**src/logic/sci_uart_pkg.sv**
```systemverilog
package sci_uart_pkg;

   // ------------------------------
   // register map
   // ------------------------------
   localparam logic [2:0] OFS_OPTIONS  = 3'h0;
   localparam logic [2:0] OFS_ENABLES  = 3'h1;
   localparam logic [2:0] OFS_STATUS   = 3'h2;
   localparam logic [2:0] OFS_DATA     = 3'h3;
   localparam logic [2:0] OFS_DIV_HI   = 3'h4;
   localparam logic [2:0] OFS_DIV_LO   = 3'h5;
   localparam logic [2:0] OFS_EXTRA    = 3'h6;

   // ------------------------------
   // reset values
   // ------------------------------
   localparam logic [7:0]  RST_OPTIONS = 8'h00;
   localparam logic [7:0]  RST_ENABLES = 8'h00;
   localparam logic [12:0] RST_DIVISOR = 13'h0004;

   // ------------------------------
   // status and extra register bit positions
   // ------------------------------
   localparam int ST_TX_BUFFER_EMPTY_FLAG    = 7;
   localparam int ST_TC      = 6;
   localparam int ST_RX_BUFFER_FULL_FLAG    = 5;
   localparam int ST_IDLE    = 4;
   localparam int ST_OVERRUN = 3;
   localparam int ST_FRAMING = 1;
   localparam int ST_PARITY  = 0;
   localparam int EX_LONG_BRK = 0;
   localparam int EX_SW_DIR   = 1;
   localparam int EX_TX_NINTH = 2;
   localparam int EX_RX_NINTH = 3;

   // ------------------------------
   // timing counts, in sixteenth-bit ticks and bit times
   // ------------------------------
   localparam logic [3:0] TICKS_LAST   = 4'hF;
   localparam logic [3:0] TICKS_MID    = 4'h7;
   localparam logic [3:0] CHAR_BITS_8  = 4'hA;
   localparam logic [3:0] CHAR_BITS_9  = 4'hB;
   localparam logic [3:0] LONG_BRK_ADD = 4'h3;

   // ------------------------------
   // control register layouts
   // ------------------------------
   typedef struct packed {
      logic loop_select;
      logic wait_clock_freeze;
      logic receiver_source_select;
      logic nine_bit_mode;
      logic wake_address_mark;
      logic idle_count_type;
      logic parity_enable;
      logic parity_odd_select;
   } ctrl_options_s;

   typedef struct packed {
      logic tx_empty_irq_en;
      logic tx_done_irq_en;
      logic rx_full_irq_en;
      logic idle_line_irq_en;
      logic transmit_enable;
      logic receive_enable;
      logic receiver_standby;
      logic send_break;
   } ctrl_enables_s;

   typedef enum logic [1:0] {
      TX_IDLE  = 2'b00,
      TX_SHIFT = 2'b01
   } tx_state_e;

   typedef enum logic [1:0] {
      RX_IDLE  = 2'b00,
      RX_START = 2'b01,
      RX_DATA  = 2'b10,
      RX_STOP  = 2'b11
   } rx_state_e;

endpackage

```
**src/logic/sci_uart_control_options.sv**
```systemverilog
// Operation
// - loop select routes transmitter into receiver
// - receiver source ignored without loop mode
// - source picks internal loop or single wire
// - wait-stop bit freezes clocks in wait
// - character length bit adds ninth data bit
// - wakeup method: idle line or address mark
// - idle type picks where idle counting starts
// - parity enable: generate, check, MSB is parity
// - parity type: even at zero, odd at one
// - interrupt on buffer empty or complete, enabled
// - interrupt on receive full or idle, enabled
// - transmitter works and drives pin while enabled
// - single wire direction bit sets pin drive
// - enable cleared then set queues idle character
// - pin held until pending activity finishes
// - receive enable; pin released off or looped
// - standby set by software, cleared on wakeup
// - send break queues breaks of set length
// - second break may queue before bit clears
// - buffer empty flag set at reset, on transfer
// - complete flag set when empty and inactive
// - idle flag sets once per received character
// - rate is clock over sixteen times divisor
`timescale 1ns/1ps
`default_nettype none

module sci_uart_control_options
   import sci_uart_pkg::*;
(
   // clock and reset
   input  wire logic       clk,
   input  wire logic       sys_rst,
   // register port
   input  wire logic [2:0] addr,
   input  wire logic [7:0] wdata,
   input  wire logic       wr,
   input  wire logic       rd,
   output var  logic [7:0] rdata,
   // serial pins
   output var  logic       tx_pin_out,
   output var  logic       tx_pin_oe,
   input  wire logic       tx_pin_in,
   input  wire logic       rx_pin_in,
   output var  logic       rx_pin_owned,
   // system
   input  wire logic       wait_mode,
   output var  logic       irq
);

   // ------------------------------
   // helpers
   // ------------------------------
   function automatic logic ones_odd(input logic [8:0] v);
      ones_odd = ^v;
   endfunction

   function automatic logic [3:0] char_len(input logic nine);
      char_len = nine ? CHAR_BITS_9 : CHAR_BITS_8;
   endfunction

   // ------------------------------
   // state
   // ------------------------------
   ctrl_options_s opt_r;
   ctrl_enables_s en_r;
   logic [4:0]    div_hi_buf_r;
   logic [12:0]   divisor_r;
   logic [12:0]   baud_cnt_r;
   logic          tick_r;
   logic [2:0]    extra_r;
   logic [7:0]    tx_buf_r;
   logic          tx_buf_ninth_r;
   logic          tx_buffer_empty_flag_r;
   logic          tc_r;
   logic          idle_pend_r;
   logic          brk_pend_r;
   tx_state_e     tx_state_r;
   logic [13:0]   tx_frame_r;
   logic [3:0]    tx_bits_r;
   logic [3:0]    tx_ph_r;
   logic          tx_brk_r;
   logic          tx_line_r;
   rx_state_e     rx_state_r;
   logic [3:0]    rx_ph_r;
   logic [3:0]    rx_cnt_r;
   logic [8:0]    rx_sh_r;
   logic [3:0]    idle_cnt_r;
   logic          idle_armed_r;
   logic [7:0]    rx_data_r;
   logic          rx_ninth_r;
   logic          rx_buffer_full_flag_r;
   logic          idle_r;
   logic          overrun_r;
   logic          framing_r;
   logic          parity_err_r;
   logic          rd_armed_r;

   logic          run;
   logic          tick;
   logic          rx_in;
   logic          tx_start;
   logic          tx_done;
   logic          rx_done;
   logic          rx_accept;
   logic          rx_clear;
   logic          wake_idle;
   logic          wr_en;
   logic [7:0]    tx_data_p;
   logic          tx_ninth_p;

   // ------------------------------
   // clock freeze, rate generator, input routing
   // ------------------------------
   assign run   = !(wait_mode && opt_r.wait_clock_freeze);
   assign tick  = tick_r && run;
   assign wr_en = wr && (addr == OFS_ENABLES);

   // loop source only matters with loop selected
   always_comb
   begin
      if (!opt_r.loop_select)
         rx_in = rx_pin_in;
      else if (opt_r.receiver_source_select)
         rx_in = tx_pin_in;
      else
         rx_in = tx_line_r;
   end

   always_ff @(posedge clk or posedge sys_rst)
   begin
      if (sys_rst)
      begin
         baud_cnt_r <= 13'h0000;
         tick_r     <= 1'b0;
      end
      else if (divisor_r == 13'h0000)
      begin
         baud_cnt_r <= 13'h0000;
         tick_r     <= 1'b0;
      end
      else if (!run)
         tick_r <= 1'b0;
      else if (baud_cnt_r >= divisor_r - 13'h0001)
      begin
         baud_cnt_r <= 13'h0000;
         tick_r     <= 1'b1;
      end
      else
      begin
         baud_cnt_r <= baud_cnt_r + 13'h0001;
         tick_r     <= 1'b0;
      end
   end

   // ------------------------------
   // control registers
   // ------------------------------
   always_ff @(posedge clk or posedge sys_rst)
   begin
      if (sys_rst)
      begin
         opt_r        <= ctrl_options_s'(RST_OPTIONS);
         div_hi_buf_r <= RST_DIVISOR[12:8];
         divisor_r    <= RST_DIVISOR;
         extra_r      <= 3'h0;
      end
      else if (wr)
      begin
         case (addr)
            OFS_OPTIONS: opt_r        <= ctrl_options_s'(wdata);
            OFS_DIV_HI:  div_hi_buf_r <= wdata[4:0];
            OFS_DIV_LO:  divisor_r    <= {div_hi_buf_r, wdata};
            OFS_EXTRA:   extra_r      <= wdata[2:0];
            default:     opt_r        <= opt_r;
         endcase
      end
   end

   // hardware wakeup clear wins over a software write in the same cycle
   always_ff @(posedge clk or posedge sys_rst)
   begin
      if (sys_rst)
         en_r <= ctrl_enables_s'(RST_ENABLES);
      else
      begin
         if (wr_en)
            en_r <= ctrl_enables_s'(wdata);
         if (wake_idle || (rx_done && en_r.receiver_standby
                           && opt_r.wake_address_mark && rx_sh_r[8]))
            en_r.receiver_standby <= 1'b0;
      end
   end

   // ------------------------------
   // transmit queueing
   // ------------------------------
   assign tx_done  = (tx_state_r == TX_SHIFT) && tick && (tx_ph_r == TICKS_LAST)
                     && (tx_bits_r == 4'h1);
   assign tx_start = (tx_state_r == TX_IDLE) && tick
                     && (idle_pend_r || brk_pend_r || (!tx_buffer_empty_flag_r && en_r.transmit_enable));

   always_ff @(posedge clk or posedge sys_rst)
   begin
      if (sys_rst)
      begin
         idle_pend_r <= 1'b0;
         brk_pend_r  <= 1'b0;
      end
      else
      begin
         if (tx_start && idle_pend_r)
            idle_pend_r <= 1'b0;
         else if (tx_start && brk_pend_r)
            brk_pend_r <= 1'b0;
         if (tx_done && tx_brk_r && en_r.send_break)
            brk_pend_r <= 1'b1;
         if (wr_en && wdata[3] && !en_r.transmit_enable)
            idle_pend_r <= 1'b1;
         if (wr_en && wdata[0])
            brk_pend_r <= 1'b1;
      end
   end

   // data path with parity placed in the top data bit
   always_comb
   begin
      tx_data_p  = tx_buf_r;
      tx_ninth_p = tx_buf_ninth_r;
      if (opt_r.parity_enable && opt_r.nine_bit_mode)
         tx_ninth_p = ones_odd({1'b0, tx_buf_r}) ^ opt_r.parity_odd_select;
      else if (opt_r.parity_enable)
         tx_data_p[7] = ones_odd({2'b00, tx_buf_r[6:0]})
                        ^ opt_r.parity_odd_select;
   end

   always_ff @(posedge clk or posedge sys_rst)
   begin
      if (sys_rst)
      begin
         tx_buf_r       <= 8'h00;
         tx_buf_ninth_r <= 1'b0;
         tx_buffer_empty_flag_r         <= 1'b1;
      end
      else
      begin
         if (wr && (addr == OFS_DATA))
         begin
            tx_buf_r       <= wdata;
            tx_buf_ninth_r <= extra_r[EX_TX_NINTH];
            tx_buffer_empty_flag_r         <= 1'b0;
         end
         if (tx_start && !idle_pend_r && !brk_pend_r)
            tx_buffer_empty_flag_r <= 1'b1;
      end
   end

   // ------------------------------
   // transmit shifter
   // ------------------------------
   always_ff @(posedge clk or posedge sys_rst)
   begin
      if (sys_rst)
      begin
         tx_state_r <= TX_IDLE;
         tx_frame_r <= 14'h3FFF;
         tx_bits_r  <= 4'h0;
         tx_ph_r    <= 4'h0;
         tx_brk_r   <= 1'b0;
      end
      else
      begin
         case (tx_state_r)
            TX_IDLE:
            begin
               if (tx_start)
               begin
                  tx_state_r <= TX_SHIFT;
                  tx_ph_r    <= 4'h0;
                  tx_brk_r   <= 1'b0;
                  tx_bits_r  <= char_len(opt_r.nine_bit_mode);
                  if (idle_pend_r)
                     tx_frame_r <= 14'h3FFF;
                  else if (brk_pend_r)
                  begin
                     tx_frame_r <= 14'h0000;
                     tx_brk_r   <= 1'b1;
                     if (extra_r[EX_LONG_BRK])
                        tx_bits_r <= char_len(opt_r.nine_bit_mode)
                                     + LONG_BRK_ADD;
                  end
                  else if (opt_r.nine_bit_mode)
                     tx_frame_r <= {3'b111, 1'b1, tx_ninth_p, tx_data_p, 1'b0};
                  else
                     tx_frame_r <= {4'b1111, 1'b1, tx_data_p, 1'b0};
               end
            end
            TX_SHIFT:
            begin
               if (tick)
               begin
                  tx_ph_r <= tx_ph_r + 4'h1;
                  if (tx_ph_r == TICKS_LAST)
                  begin
                     tx_frame_r <= {1'b1, tx_frame_r[13:1]};
                     tx_bits_r  <= tx_bits_r - 4'h1;
                     if (tx_bits_r == 4'h1)
                        tx_state_r <= TX_IDLE;
                  end
               end
            end
            default: tx_state_r <= TX_IDLE;
         endcase
      end
   end

   // outside single-wire listen, pin stays ours while enabled or while anything is still going out
   always_ff @(posedge clk or posedge sys_rst)
   begin
      if (sys_rst)
      begin
         tx_line_r  <= 1'b1;
         tx_pin_out <= 1'b1;
         tx_pin_oe  <= 1'b0;
         tc_r       <= 1'b1;
      end
      else
      begin
         tx_line_r  <= (tx_state_r == TX_SHIFT) ? tx_frame_r[0] : 1'b1;
         tx_pin_out <= (tx_state_r == TX_SHIFT) ? tx_frame_r[0] : 1'b1;
         tc_r       <= tx_buffer_empty_flag_r && (tx_state_r == TX_IDLE) && !tx_start
                       && !idle_pend_r && !brk_pend_r;
         if (opt_r.loop_select && opt_r.receiver_source_select
             && !extra_r[EX_SW_DIR])
            tx_pin_oe <= 1'b0;
         else
            tx_pin_oe <= en_r.transmit_enable || (tx_state_r == TX_SHIFT)
                         || idle_pend_r || brk_pend_r;
      end
   end

   // ------------------------------
   // receiver
   // ------------------------------
   assign rx_done   = (rx_state_r == RX_STOP) && tick && (rx_ph_r == TICKS_LAST);
   assign rx_accept = rx_done && (!en_r.receiver_standby
                      || (opt_r.wake_address_mark && rx_sh_r[8]));
   assign wake_idle = (rx_state_r == RX_IDLE) && !opt_r.wake_address_mark
                      && en_r.receiver_standby
                      && (idle_cnt_r == char_len(opt_r.nine_bit_mode));

   always_ff @(posedge clk or posedge sys_rst)
   begin
      if (sys_rst)
      begin
         rx_state_r <= RX_IDLE;
         rx_ph_r    <= 4'h0;
         rx_cnt_r   <= 4'h0;
         rx_sh_r    <= 9'h000;
      end
      else if (!en_r.receive_enable)
         rx_state_r <= RX_IDLE;
      else if (tick)
      begin
         rx_ph_r <= rx_ph_r + 4'h1;
         case (rx_state_r)
            RX_IDLE:
            begin
               if (!rx_in)
               begin
                  rx_state_r <= RX_START;
                  rx_ph_r    <= 4'h0;
               end
            end
            RX_START:
            begin
               if (rx_ph_r == TICKS_MID)
               begin
                  rx_ph_r    <= 4'h0;
                  rx_cnt_r   <= 4'h0;
                  rx_state_r <= rx_in ? RX_IDLE : RX_DATA;
               end
            end
            RX_DATA:
            begin
               if (rx_ph_r == TICKS_LAST)
               begin
                  rx_sh_r  <= {rx_in, rx_sh_r[8:1]};
                  rx_cnt_r <= rx_cnt_r + 4'h1;
                  if (rx_cnt_r == char_len(opt_r.nine_bit_mode) - 4'h3)
                     rx_state_r <= RX_STOP;
               end
            end
            RX_STOP:
            begin
               if (rx_ph_r == TICKS_LAST)
                  rx_state_r <= RX_IDLE;
            end
            default: rx_state_r <= RX_IDLE;
         endcase
      end
   end

   // idle count: high bit times, restarted by low bits, or by every frame bit when idle_count_type is set
   always_ff @(posedge clk or posedge sys_rst)
   begin
      if (sys_rst)
         idle_cnt_r <= 4'h0;
      else if (tick && (rx_ph_r == TICKS_LAST))
      begin
         case (rx_state_r)
            RX_IDLE:
               if (idle_cnt_r != CHAR_BITS_9 + LONG_BRK_ADD)
                  idle_cnt_r <= idle_cnt_r + 4'h1;
            RX_DATA:
               idle_cnt_r <= (rx_in && !opt_r.idle_count_type)
                             ? idle_cnt_r + 4'h1 : 4'h0;
            RX_STOP:
               idle_cnt_r <= (rx_in && !opt_r.idle_count_type)
                             ? idle_cnt_r + 4'h1 : 4'h0;
            default: idle_cnt_r <= 4'h0;
         endcase
      end
      else if (rx_state_r == RX_START)
         idle_cnt_r <= 4'h1;
   end

   // ------------------------------
   // receive flags; a set in the clearing cycle wins
   // ------------------------------
   assign rx_clear = rd && (addr == OFS_DATA) && rd_armed_r;

   always_ff @(posedge clk or posedge sys_rst)
   begin
      if (sys_rst)
      begin
         rx_data_r    <= 8'h00;
         rx_ninth_r   <= 1'b0;
         rx_buffer_full_flag_r       <= 1'b0;
         idle_r       <= 1'b0;
         overrun_r    <= 1'b0;
         framing_r    <= 1'b0;
         parity_err_r <= 1'b0;
         idle_armed_r <= 1'b0;
         rd_armed_r   <= 1'b0;
      end
      else
      begin
         if (rd && (addr == OFS_STATUS))
            rd_armed_r <= 1'b1;
         else if (rx_clear)
            rd_armed_r <= 1'b0;
         if (rx_clear)
         begin
            rx_buffer_full_flag_r       <= 1'b0;
            idle_r       <= 1'b0;
            overrun_r    <= 1'b0;
            framing_r    <= 1'b0;
            parity_err_r <= 1'b0;
         end
         if ((rx_state_r == RX_IDLE) && idle_armed_r && !en_r.receiver_standby
             && (idle_cnt_r == char_len(opt_r.nine_bit_mode)))
         begin
            idle_r       <= 1'b1;
            idle_armed_r <= 1'b0;
         end
         if (rx_accept && rx_buffer_full_flag_r && !rx_clear)
            overrun_r <= 1'b1;
         else if (rx_accept)
         begin
            rx_buffer_full_flag_r       <= 1'b1;
            idle_armed_r <= 1'b1;
            rx_data_r    <= opt_r.nine_bit_mode ? rx_sh_r[7:0] : rx_sh_r[8:1];
            rx_ninth_r   <= opt_r.nine_bit_mode && rx_sh_r[8];
            framing_r    <= !rx_in;
            parity_err_r <= opt_r.parity_enable && (opt_r.parity_odd_select
                            ^ (opt_r.nine_bit_mode ? ones_odd(rx_sh_r)
                               : ones_odd({1'b0, rx_sh_r[8:1]})));
         end
      end
   end

   // ------------------------------
   // read port, interrupt request, receive pin ownership
   // ------------------------------
   always_ff @(posedge clk or posedge sys_rst)
   begin
      if (sys_rst)
      begin
         rdata        <= 8'h00;
         irq          <= 1'b0;
         rx_pin_owned <= 1'b0;
      end
      else
      begin
         irq <= (tx_buffer_empty_flag_r && en_r.tx_empty_irq_en) || (tc_r && en_r.tx_done_irq_en)
                || (rx_buffer_full_flag_r && en_r.rx_full_irq_en)
                || (idle_r && en_r.idle_line_irq_en);
         rx_pin_owned <= en_r.receive_enable && !opt_r.loop_select;
         rdata <= 8'h00;
         if (rd)
         begin
            case (addr)
               OFS_OPTIONS: rdata <= opt_r;
               OFS_ENABLES: rdata <= en_r;
               OFS_STATUS:  rdata <= {tx_buffer_empty_flag_r, tc_r, rx_buffer_full_flag_r, idle_r, overrun_r,
                                      1'b0, framing_r, parity_err_r};
               OFS_DATA:    rdata <= rx_data_r;
               OFS_DIV_HI:  rdata <= {3'b000, divisor_r[12:8]};
               OFS_DIV_LO:  rdata <= divisor_r[7:0];
               OFS_EXTRA:   rdata <= {4'h0, rx_ninth_r, extra_r};
               default:     rdata <= 8'h00;
            endcase
         end
      end
   end

endmodule

`default_nettype wire

```
**config.mk**
```make
export PLATFORM = sky130hd
export DESIGN_NAME = sci_uart_control_options
export DESIGN_NICKNAME = d
export VERILOG_FILES = /design/src/logic/sci_uart_pkg.sv /design/src/logic/sci_uart_control_options.sv
export SDC_FILE = /design/constraint.sdc
export NUM_CORES = 1
export LEC_CHECK = 0
export ABC_AREA = 1
export BUFFER_PORTS_ARGS = -buffer_cell sky130_fd_sc_hd__buf_2
export CORE_MARGIN = 2
export CORE_UTILIZATION = 30
export CTS_BUF_LIST = sky130_fd_sc_hd__clkbuf_8
export CTS_CLUSTER_DIAMETER = 40
export DETAILED_ROUTE_END_ITERATION = 16
export PLACE_DENSITY = 0.41
export SLEW_MARGIN = 10
export SYNTH_ARGS = -nofsm -noshare
export SYNTH_HDL_FRONTEND = slang
export SYNTH_SLANG_ARGS = --single-unit
export TNS_END_PERCENT = 1
```
**constraint.sdc**
```tcl
create_clock -name clk -period 5.6 [get_ports clk]
set_input_delay 0.28 -clock clk [delete_from_list [all_inputs] [get_ports clk]]
set_output_delay 0.28 -clock clk [all_outputs]
set_load 0.01 [all_outputs]
```
* Word-level counts from Yosys, hierarchy flattened
Cells that the tools add are included.
** Cells by class
- Bitwise gates (word level) :: 4
- Reduce and logical (&&, ||, !) cells :: 110
- Multiplexer cells :: 88
- Magnitude comparators :: 1
- Add/sub/neg operators :: 9
- Eq/ne operators :: 32
** Operators by type and width (count)
- $mux 14 :: 5
- $mux 4 :: 16
- $pmux 8 s7 :: 1
- $logic_and 1x1->1 :: 53
- $pmux 4 s2 :: 5
- $mux 1 :: 39
- $mux 13 :: 3
- $reduce_xor 9->1 :: 4
- $pmux 14 s2 :: 1
- $mux 2 :: 13
- $reduce_and 2->1 :: 9
- $reduce_bool 2->1 :: 9
- $add 4x1->4 const B :: 4
- $mux 8 :: 2
- $add 13x1->13 const B :: 1
- $ge 13x13->1 :: 1
- $logic_not 1->1 :: 13
- $logic_not 13->1 :: 1
- $sub 13x1->13 const B :: 1
- $ne 2x2->1 const B :: 6
- $ne 3x3->1 const B :: 4
- $reduce_and 4->1 :: 3
- $logic_or 1x1->1 :: 10
- $mux 10 :: 1
- other kinds (27) :: 39
** Storage, ports and cells
- Input bits :: 18
- Logic and storage cells :: 295
- Bits in registers :: 140
- Output and inout port bits :: 12

* Depth between registers and ports, before layout
- Depth in word-level cells :: 10
- Gate-level depth with buffers :: 16
- Gate-level depth less buffers :: 16

* Least setup slack after synthesis
No wires, ideal clock.
- Path kind :: flip-flop to flip-flop
- Start point :: register divisor_r[4]
- End point :: register baud_cnt_r[7]
- Arrival time :: 2486 ps
- Library setup time :: 66 ps
- Required time :: 5534 ps
- Stages on the path, launching flop included :: 17
- Path slack :: 3048 ps
- Path buffers :: 0
- Path through :: dfrtp_1 -> nor2_1 -> nand3_1 -> nor3_1 -> nand3_1 -> nor3_1 -> xor2_1 -> inv_1 -> ha_1 -> nand2_1 -> nor2_1 -> nand4_1 -> o21bai_1 -> nand3_1 -> nor2_1 -> nand3_1 -> nand2_1
** On the way
- Longest elaborated chain between the ends :: 5
- Elaborated cells between the ends (all ways) :: 7
- Those cells by class :: 1 x add/sub; 1 x order compare; 1 x eq/ne; 3 x mux; 1 x reduce/logical
** RTL lines
- start: declaration :: line sci_uart_control_options.sv:68 : logic [12:0] divisor_r;
- start signal: assignment :: line sci_uart_control_options.sv:173 : OFS_DIV_LO: divisor_r <= {div_hi_buf_r, wdata};
- $sub 13x1->13 :: line sci_uart_control_options.sv:144 : else if (baud_cnt_r >= divisor_r - 13'h0001)
- $ge 13x13->1 :: line sci_uart_control_options.sv:144
- $mux 13 :: line sci_uart_control_options.sv:144
- $mux 13 :: line sci_uart_control_options.sv:142 : else if (!run)
- $mux 13 :: line sci_uart_control_options.sv:137 : else if (divisor_r == 13'h0000)
- end signal: assignment :: line sci_uart_control_options.sv:151 : baud_cnt_r <= baud_cnt_r + 13'h0001;
- end: declaration :: line sci_uart_control_options.sv:69 : logic [12:0] baud_cnt_r;
Parallel ways exist; a longest one is shown, timed or not. The select of a mux whose other input is x is not followed.
A chain may end at the register's enable or synchronous reset.

* Worst setup path in the final report
Same ends and word-level chain as after synthesis.

==> results.py <==
metrics = {
    "outcome": {
        "status": "complete, but fails checks",
        "violations": "hold timing",
    },
    "floorplanning": {
        "start_util_pct": 30.8,
        "io_pins": 30,
        "coreArea_um2": 24500,
        "rows": 57,
        "die_w_um": 162,
        "dieArea_um2": 26400,
        "fp.dieH_um": 162,
    },
    "synth": {
        "synth_top_cell_area_share_pct": 40.3,
        "seq_area_frac_synth_pct": 46.5,
        "synth_edf_count": 0,
        "syn_avg_cell_area_um2": 8.01,
        "yosysTopAreaCell": "dfrtp_1",
        "yosys_warnings": 0,
        "async_reset_ff_share_pct": 100,
        "ys_types": 49,
        "synth_nets": 980,
        "synth.cell_area_um2": 7520,
        "synth_cells": 939,
        "yosys-top-cells-area": "dfrtp_1 40%, nand2_1 11%, inv_1 6.6%",
        "ys_ff_latch": 139,
        "synth_ff_type": "dfrtp_1",
    },
    "grt": {
        "antenna_found_initial": 0,
        "grt_max_degree": 85,
        "grt_pass1_wl_um": 33400,
        "gr-total-overflow": 0,
        "grt_use_total_pct": 16.4,
        "grt_pass1_vias": 6028,
    },
    "detailed_routing": {
        "drtIter0Drc": 368,
        "via_per_inst": 4.62,
        "wl_met3_um": 347,
        "wl_per_cell_um": 15.5,
        "routed.top_layer": "met4",
        "drt-met1-wl_um": 10100,
        "ant_nets": 0,
        "wirelength_um": 20200,
        "dr_wl_met2_um": 9670,
        "drcViolationCount": 0,
        "vias": 6045,
        "drt_first_pass_iters": 4,
    },
    "cts": {
        "cts.repair.resized": 0,
        "clkLatencyLatePin_ns": 0.45,
        "holdBufCountCts": 0,
        "cts_tree": "built",
        "postCtsSetupBuffers": 0,
        "cts_buffer_depth": 2,
        "cts_inserted_buffers": 17,
        "root_buffer": "clkbuf_8",
        "htreeDepth": 4,
        "clkTransAtPathRegs_ns": 0.09,
        "cts.sinks": 139,
    },
    "setup_path": {
        "r2r_end": "baud_cnt_r[7]",
        "cp-end-kind": "flop",
        "r2r_slack_ns": 2.60,
        "cp.arrival_ns": 3.40,
        "critPathMaxFanout": 8,
        "cp-start-kind": "flop",
        "path_class": "reg -> reg",
        "rr_startpoint": "divisor_r[4]",
        "critPathRequiredTime_ns": 6.00,
        "reg2regPathDepth": 16,
    },
    "cells_and_area": {
        "antenna_cells": 0,
        "final_common_cell": "nand2_1",
        "fill_cells": 2589,
        "fin_nets": 1012,
        "final_cell_mix": "228 x nand2_1, 132 x inv_1, 121 x dfrtp_1",
        "finalNonFillerCells": 1308,
        "drive_gt1_share_pct": 11.6,
        "area_delta_synth_final_pct": 12.9,
    },
    "job": {
        "cap_violations": 0,
    },
    "place": {
        "port_buffers": 29,
        "place_inst": 1276,
        "routabilityCongestion": 0.824,
        "post-dp-hpwl_um": 15100,
    },
    "timing": {
        "period_share_pct": 53.6,
        "tns_ns": 0,
        "rsz0062_at_grt": "false",
        "worst_pin_slew_ns": 0.863,
        "setup_viol": 0,
        "hold_ws_ns": -0.00481,
        "drv_slew": 0,
        "slew_headroom_pct": 42.3,
        "hold_viol_final": 7,
        "layout_min_cycle_time_ns": 3.00,
        "skew_ns": 0.0133,
        "clock.fmax_mhz": 333,
    },
    "pwr": {
        "ir_drop_mv": 0.159,
        "p_per_area_nw_per_um2": 356,
        "finalPower_mw": 3.02,
        "power.leakage_nw": 4.14,
    },
    "min_path": {
        "worst_hold_path_type": "in -> async",
    },
}
## synth_stat cells, types with 7 or more instances
| cell type | n |
|---|---|
| nand2_1 | 228 |
| inv_1 | 133 |
| dfrtp_1 | 121 |
| o21ai_0 | 96 |
| nor2_1 | 64 |
| nand3_1 | 51 |
| a21oi_1 | 38 |
| xor2_1 | 25 |
| o22ai_1 | 24 |
| ha_1 | 23 |
| dfstp_2 | 18 |
| nand4_1 | 11 |
| nor3_1 | 11 |
| buf_2 | 8 |
| clkbuf_1 | 8 |
| a22oi_1 | 7 |
| nand2_2 | 7 |
| xnor2_1 | 7 |
## power breakdown
part,internal [mW],leakage [nW],switching (mW)
registers,1.20,1.70,0.142
clock network,0.591,0.248,0.433
logic,0.237,2.20,0.421
total,2.02,4.14,0.996
## registers in the layout, summed over array words and instances (netlist names), 4 cells and up
signal	count
tx_frame_r	14
baud_cnt_r	13
divisor_r	13
rx_sh_r	9
en_r	8
opt_r	8
rdata	8
rx_data_r	8
tx_buf_r	8
div_hi_buf_r	5
idle_cnt_r	4
rx_cnt_r	4
rx_ph_r	4
tx_bits_r	4
tx_ph_r	4
## how the worst max path moves through the flow
stage	slack, ns	cells after the start	endpoint	startpoint
floorplan	1.63	1	baud_cnt_r[0]	sys_rst
finish	2.60	16	baud_cnt_r[7]	divisor_r[4]
global route	2.15	15	baud_cnt_r[8]	divisor_r[4]
CTS	2.56	16	baud_cnt_r[3]	divisor_r[4]
global placement	2.61	15	baud_cnt_r[7]	divisor_r[0]
detailed placement	2.56	16	baud_cnt_r[7]	divisor_r[4]
## routing by layer
layer,track usage [%],vias to the layer above
met5,0,-
met4,4.10,0
met3,2.90,6
met2,26.7,45
met1,22.7,2859
li1,-,3135
## worst max-delay path: stages, from the launching register on
cell	delay [ns]
dfrtp_1	0.46
nor2_1	0.12
nand3_1	0.11
nor3_1	0.26
nand3_1	0.17
nor3_1	0.20
xor2_1	0.18
inv_1	0.06
ha_1	0.28
nand2_1	0.08
nor2_1	0.06
nand4_1	0.06
o21bai_1	0.11
nand3_1	0.14
nor2_1	0.45
nand3_1	0.14
nand2_1	0.09
## final cells by class
cell class              count  area [um^2]  share of cell area [%]
clock buffers              18          248                    2.92
clock inverters            14          239                    2.82
well taps                 324          405                    4.78
multi-input cells         641         3400                    40.0
inverters                 141          539                    6.35
repair buffers             31          160                    1.89
flip-flops and latches    139         3500                    41.2
## stage by stage
stage	utilization, %	area [um^2]	setup WS, ns	hold WS, ns
2_1_floorplan	-	7520	1.63	0.401
3_3_place_gp	32.7	8000	2.61	0.454
3_5_place_dp	32.7	8000	2.56	0.458
4_1_cts	34.7	8490	2.56	0.00444
5_1_grt	34.7	8490	2.15	0.0458
6_report	34.7	8490	2.60	-0.00481
## cells by family (layout without fill, tap and decap cells)
family	after synthesis	in the layout	synth area share [%]
AND/OR/NAND/NOR	392	392	23.1
buffers and inverters	159	204	8.30
AO/OA/AOI/OAI	193	193	14.3
flip-flops	139	139	46.5
XOR/XNOR	32	32	3.73
adder cells (fa/ha/maj)	23	23	3.83
multiplexers	1	1	0.150
Note: power is estimated with default switching activity, not from simulation.
